**src/srf_pkg.sv**
```systemverilog
package srf_pkg;

    // ****************************************
    // Timing
    // ****************************************
    localparam int CLOCK_PERIOD_NS        = 20;
    localparam int REFRESH_CYCLE_NS       = 110;
    localparam int REFRESH_CYCLES         =
        (REFRESH_CYCLE_NS + CLOCK_PERIOD_NS - 1) / CLOCK_PERIOD_NS;
    localparam int CKE_MIN_PULSE_NS       = 60;
    localparam int CKE_MIN_CYCLES         =
        (CKE_MIN_PULSE_NS / CLOCK_PERIOD_NS) < 1 ? 1 : CKE_MIN_PULSE_NS / CLOCK_PERIOD_NS;
    localparam int SR_REFRESH_INTERVAL_NS = 7800;
    localparam int SR_REFRESH_CYCLES      = SR_REFRESH_INTERVAL_NS / CLOCK_PERIOD_NS;

    // ****************************************
    // Widths and reset values
    // ****************************************
    localparam int ADDR_WIDTH  = 16;
    localparam int ROW_WIDTH   = 13;
    localparam int BUSY_WIDTH  = 4;
    localparam int TIMER_WIDTH = 9;
    localparam logic [ROW_WIDTH-1:0]   ROW_RESET   = 13'h0000;
    localparam logic [BUSY_WIDTH-1:0]  BUSY_RESET  = 4'h0;
    localparam logic [BUSY_WIDTH-1:0]  BUSY_LOAD   = BUSY_WIDTH'(REFRESH_CYCLES);
    localparam logic [TIMER_WIDTH-1:0] TIMER_RESET = 9'h000;
    localparam logic [TIMER_WIDTH-1:0] TIMER_LOAD  = TIMER_WIDTH'(SR_REFRESH_CYCLES - 1);

    typedef enum logic [1:0] {
        SRF_IDLE,
        SRF_REFRESH,
        SRF_SELF
    } srf_state_type;

endpackage

```
**src/srf_refresh_core.sv**
```systemverilog
`timescale 1ns/1ns
module srf_refresh_core (
    input  wire logic                            clock_i,
    input  wire logic                            rst_b_i,
    input  wire logic                            cke_i,
    input  wire logic                            cs_b_i,
    input  wire logic                            ras_b_i,
    input  wire logic                            cas_b_i,
    input  wire logic                            we_b_i,
    input  wire logic [srf_pkg::ADDR_WIDTH-1:0]  addr_i,
    input  wire logic                            dll_enable_mode_i,
    output logic      [srf_pkg::ROW_WIDTH-1:0]   refresh_row_o,
    output logic                                 refresh_active_o,
    output logic                                 banks_idle_o,
    output logic                                 self_refresh_o,
    output logic                                 int_clock_en_o,
    output logic                                 controls_accepted_o,
    output logic                                 dll_on_o,
    output logic                                 dll_reset_o
);
    import srf_pkg::*;

    // ****************************************
    // Command decode
    // ****************************************
    function automatic logic is_ref_pattern(input logic cs_b, input logic ras_b,
                                            input logic cas_b, input logic we_b);
        is_ref_pattern = !cs_b && !ras_b && !cas_b && we_b;
    endfunction

    srf_state_type              state_reg;
    srf_state_type              state_next;
    logic [BUSY_WIDTH-1:0]      busy_reg;
    logic [BUSY_WIDTH-1:0]      busy_next;
    logic [TIMER_WIDTH-1:0]     timer_reg;
    logic [TIMER_WIDTH-1:0]     timer_next;
    logic [ROW_WIDTH-1:0]       row_reg;
    logic [ROW_WIDTH-1:0]       row_next;
    logic                       cke_prev_reg;
    logic                       cke_prev_next;
    logic                       dll_on_reg;
    logic                       dll_on_next;
    logic                       dll_reset_reg;
    logic                       dll_reset_next;
    logic                       active_reg;
    logic                       active_next;
    logic                       ref_cmd;
    logic                       sre_cmd;
    logic                       srx_cmd;
    logic                       int_start;
    logic                       ext_start;
    logic                       addr_unused;

    // Address is never used: rows come from the internal counter
    assign addr_unused = ^addr_i;

    assign ref_cmd   = cke_prev_reg && cke_i &&
                       is_ref_pattern(cs_b_i, ras_b_i, cas_b_i, we_b_i);
    assign sre_cmd   = cke_prev_reg && !cke_i &&
                       is_ref_pattern(cs_b_i, ras_b_i, cas_b_i, we_b_i);
    assign srx_cmd   = (state_reg == SRF_SELF) && cke_i;
    assign ext_start = (state_reg == SRF_IDLE) && ref_cmd && (busy_reg == BUSY_RESET);
    assign int_start = (state_reg == SRF_SELF) && (timer_reg == TIMER_RESET) &&
                       (busy_reg == BUSY_RESET);

    // ****************************************
    // Next state
    // ****************************************
    always_comb begin
        state_next     = state_reg;
        busy_next      = busy_reg;
        timer_next     = timer_reg;
        row_next       = row_reg;
        cke_prev_next  = cke_i;
        dll_on_next    = dll_on_reg;
        dll_reset_next = 1'b0;

        // Refresh cycle countdown, also finishes across exit
        if (busy_reg != BUSY_RESET) begin
            busy_next = busy_reg - 4'h1;
        end

        case (state_reg)
            SRF_IDLE: begin
                dll_on_next = dll_enable_mode_i;
                if (ext_start) begin
                    row_next   = row_reg + 13'h0001;
                    busy_next  = BUSY_LOAD;
                    state_next = SRF_REFRESH;
                end else if (sre_cmd) begin
                    dll_on_next = 1'b0;
                    timer_next  = TIMER_RESET;
                    state_next  = SRF_SELF;
                end
            end
            SRF_REFRESH: begin
                dll_on_next = dll_enable_mode_i;
                if (busy_reg == 4'h1) begin
                    state_next = SRF_IDLE;
                end
            end
            SRF_SELF: begin
                if (int_start) begin
                    row_next   = row_reg + 13'h0001;
                    busy_next  = BUSY_LOAD;
                    timer_next = TIMER_LOAD;
                end else if (timer_reg != TIMER_RESET) begin
                    timer_next = timer_reg - 9'h001;
                end
                if (srx_cmd) begin
                    dll_on_next    = dll_enable_mode_i;
                    dll_reset_next = dll_enable_mode_i;
                    state_next     = SRF_IDLE;
                end
            end
            default: begin
                state_next = SRF_IDLE;
            end
        endcase

        active_next = (busy_next != BUSY_RESET);
    end

    // ****************************************
    // Registers
    // ****************************************
    always_ff @(posedge clock_i) begin
        if (!rst_b_i) begin
            state_reg     <= SRF_IDLE;
            busy_reg      <= BUSY_RESET;
            timer_reg     <= TIMER_RESET;
            row_reg       <= ROW_RESET;
            cke_prev_reg  <= 1'b0;
            dll_on_reg    <= 1'b0;
            dll_reset_reg <= 1'b0;
            active_reg    <= 1'b0;
        end else begin
            state_reg     <= state_next;
            busy_reg      <= busy_next;
            timer_reg     <= timer_next;
            row_reg       <= row_next;
            cke_prev_reg  <= cke_prev_next;
            dll_on_reg    <= dll_on_next;
            dll_reset_reg <= dll_reset_next;
            active_reg    <= active_next;
        end
    end

    assign refresh_row_o       = row_reg;
    assign refresh_active_o    = active_reg;
    assign banks_idle_o        = !active_reg;
    assign self_refresh_o      = (state_reg == SRF_SELF);
    assign int_clock_en_o      = (state_reg != SRF_SELF);
    assign controls_accepted_o = (state_reg != SRF_SELF);
    assign dll_on_o            = dll_on_reg;
    assign dll_reset_o         = dll_reset_reg;
endmodule

```
**config.mk**
```make
export PLATFORM = sky130hd
export DESIGN_NAME = srf_refresh_core
export DESIGN_NICKNAME = d
export VERILOG_FILES = /design/src/srf_pkg.sv /design/src/srf_refresh_core.sv
export SDC_FILE = /design/constraint.sdc
export NUM_CORES = 1
export LEC_CHECK = 0
export BUFFER_PORTS_ARGS = -buffer_cell sky130_fd_sc_hd__buf_4
export CORE_ASPECT_RATIO = 1.75
export CORE_UTILIZATION = 35
export DETAILED_ROUTE_END_ITERATION = 12
export MAX_ROUTING_LAYER = met4
export PLACE_DENSITY = 0.69
export RECOVER_POWER = 100
export SYNTH_ARGS = -nofsm -noshare
export SYNTH_HDL_FRONTEND = slang
export SYNTH_SLANG_ARGS = --single-unit
```
**constraint.sdc**
```tcl
create_clock -name clock_i -period 5.8 [get_ports clock_i]
set_input_delay 0.58 -clock clock_i [delete_from_list [all_inputs] [get_ports clock_i]]
set_output_delay 0.58 -clock clock_i [all_outputs]
set_load 0.05 [all_outputs]
```
==> results.sh <==
export IMPL_rr_worst_depth=7
export IMPL_layout_common_cells="dfxtp_1, nor2_1, a21oi_1"
export IMPL_synthFlopType="dfxtp_1"
export IMPL_path_class="reg2reg"
export IMPL_synthDistinctLibCells=44
export IMPL_wl_um=3686
export IMPL_startpoint_type="flop"
export IMPL_crit_arrival_ps=2990
export IMPL_drive_gt1_share_pct=8.621
export IMPL_htreeDepth=2
export IMPL_floorplan_die_area_um2=5170
export IMPL_die_h_um=94.38
export IMPL_cts_tree="yes"
export IMPL_drcViolationCount=0
export IMPL_power_leakage_nw=0.7673
export IMPL_reg2reg_to="refresh_row_o[12]"
export IMPL_grt_start_max_net_pins=26
export IMPL_io_buffers=27
export IMPL_grt_pass1_wl_um=6499
export IMPL_nFillCells=521
export IMPL_setup_viol=0
export IMPL_timing_slew_headroom_pct=45.73
export IMPL_clock_path_buffers=2
export IMPL_largest_reg_flops=13
export IMPL_cts_inserted_buffers=5
export IMPL_root_buffer="clkbuf_8"
export IMPL_start_util_pct=36.58
export IMPL_crit_fanout=10
export IMPL_grt_pass1_vias=1543
export IMPL_hold_viol=0
export IMPL_netlist_area_um2=1707
export IMPL_fin_crit_sh_pct=48.05
export IMPL_synth_edff_count=0
export IMPL_regArea_um2=640.6
export IMPL_status="complete, no violations"
export IMPL_insertion_delay_ps=280
export IMPL_drtIter0Drc=16
export IMPL_ctsResizeCount=0
export IMPL_ir_drop_mv=0.1917
export IMPL_yosysSeqAreaShare_pct=37.54
export IMPL_power_per_cell_area_nw_per_um2=300.3
export IMPL_startpoint="busy_reg[0]"
export IMPL_grt_use_total_pct=17.56
export IMPL_synthToLayoutAreaGrowth_pct=12.76
export IMPL_clkSlewWorstSetupHoldPaths_ps=70
export IMPL_worstMarginPinSlew_ps=813.1
export IMPL_fin_skew_ps=8.930
export IMPL_yosys_area_top_type="dfxtp_1"
export IMPL_slew_viol_final=0
export IMPL_max_cap_viol_count=0
export IMPL_antenna_found_initial=0
export IMPL_ant_nets=0
export IMPL_synth_seq_cells=32
export IMPL_async_reset_ff_share_pct=0
export IMPL_period_needed_ps=2787
export IMPL_syn_nets=236
export IMPL_hold_buffers=0
export IMPL_hold_path_class="reg2reg"
export IMPL_power_total_mw=0.5779
export IMPL_first_pass_iters=4
export IMPL_io_pins=44
export IMPL_yosysWarningCount=0
export IMPL_antenna_diode_count=0
export IMPL_r2r_slack_ps=3010
export IMPL_row_count=33
export IMPL_tns_ps=0
export IMPL_grt_ovfl_total=0
export IMPL_place_hpwl_um=2847
export IMPL_worstReg2RegStart="busy_reg[0]"
export IMPL_cp_endpoint="refresh_row_o[12]"
export IMPL_rsz0062_at_grt="false"
export IMPL_clock_sink_count=32
export IMPL_die_w_um=54.79
export IMPL_avgSynthCellArea_um2=8.366
export IMPL_vias=1555
export IMPL_wire_per_inst_um=12.98
export IMPL_clock_fmax_mhz=358.8
export IMPL_postCtsSetupBuffers=0
export IMPL_layout_cells_most_common="dfxtp_1"
export IMPL_crit_required_ps=6000
export IMPL_place_congestion=0.7871
export IMPL_multi_input_area_um2=945.9
export IMPL_synth_area_top_cells="dfxtp_1, a21oi_1, ha_1"
export IMPL_netlist_area_leader_share_pct=37.54
export IMPL_synthCells=204
export IMPL_cp_end_kind="flop"
export IMPL_final_nets=263
export IMPL_viasPerCell=5.475
export IMPL_coreArea_um2=4666
## final cells by class
cell class,count,share of cell area [%]
Tap cell,52,3.381
Sequential cell,32,33.29
Clock inverter,2,0.5202
Inverter,15,2.926
Clock buffer,6,4.291
Timing Repair Buffer,27,6.437
Multi-Input combinational cell,150,49.15
## cells in the mapped netlist (3+ instances only)
master    instances
clkbuf_1          5
nor2b_1           3
and3_1            5
nor3_1            3
or3_1            10
inv_1            14
nor2_1           23
o21ai_0          16
nand3_1           7
dfxtp_1          32
nand2_1           9
and2_1            3
ha_1              8
a21oi_1          22
## power by group
part	internal [mW]	total (mW)	switching, mW
Sequential	0.236	0.253	0.0169
Combinational	0.0504	0.150	0.0998
Clock	0.0945	0.175	0.0806
## worst min path at each step
stage | cells past startpoint | endpoint | slack (ps) | startpoint
detailed placement | 2 | timer_reg[8] | 480 | timer_reg[8]
global placement | 2 | timer_reg[8] | 460 | timer_reg[8]
floorplan | 2 | timer_reg[8] | 450 | timer_reg[8]
global route | 2 | timer_reg[8] | 510 | timer_reg[8]
finish | 2 | timer_reg[8] | 480 | timer_reg[8]
CTS | 2 | timer_reg[8] | 490 | timer_reg[8]
## stage by stage
| stage | util [%] | hold slack [ps] | worst slack, ps | instance area (um^2) | cells |
|---|---|---|---|---|---|
| finish | 41.24 | 480.3 | 3013 | 1924 | 284 |
| global route | 41.24 | 505.2 | 2842 | 1924 | 284 |
| CTS | 43.50 | 486.6 | 3339 | 2029 | 284 |
| detailed placement | 41.51 | 477.2 | 3258 | 1937 | 276 |
| global placement | 41.51 | 457.2 | 3302 | 1937 | 276 |
| floorplan | - | 450.0 | 3172 | 1707 | 204 |
## kinds of logic (layout without fill, tap and decap cells)
kind of cell | count (synthesis) | after routing | synth area share [%]
and+or+nand+nor | 80 | 80 | 27.56
AOI/OAI and AO/OA | 56 | 56 | 20.31
DFF | 32 | 32 | 37.54
buffers and inverters | 22 | 50 | 5.499
adders and majority gates | 8 | 8 | 5.865
xor gates and xnor gates | 4 | 4 | 2.053
muxes | 2 | 2 | 1.173
## per-layer routing
layer | part of all wire (%) | routed length [um] | global-route usage [%] | up-vias
met1 | 38 | 1391 | 17.16 | 724
li1 | - | - | - | 783
met2 | 55 | 2030 | 29.92 | 34
met5 | 0 | 0 | - | -
met4 | 4.3 | 157 | 10.47 | 0
met3 | 2.9 | 106 | 3.704 | 14
## worst max-delay path, stage by stage, from the launching register on
cell,delay (ps)
dfxtp_1,340
inv_1,100
ha_1,210
nor3b_1,570
a41o_1,460
nand4_1,380
or4_1,500
a21oi_1,140
No activity file was read; power rests on OpenSTA's default activity.
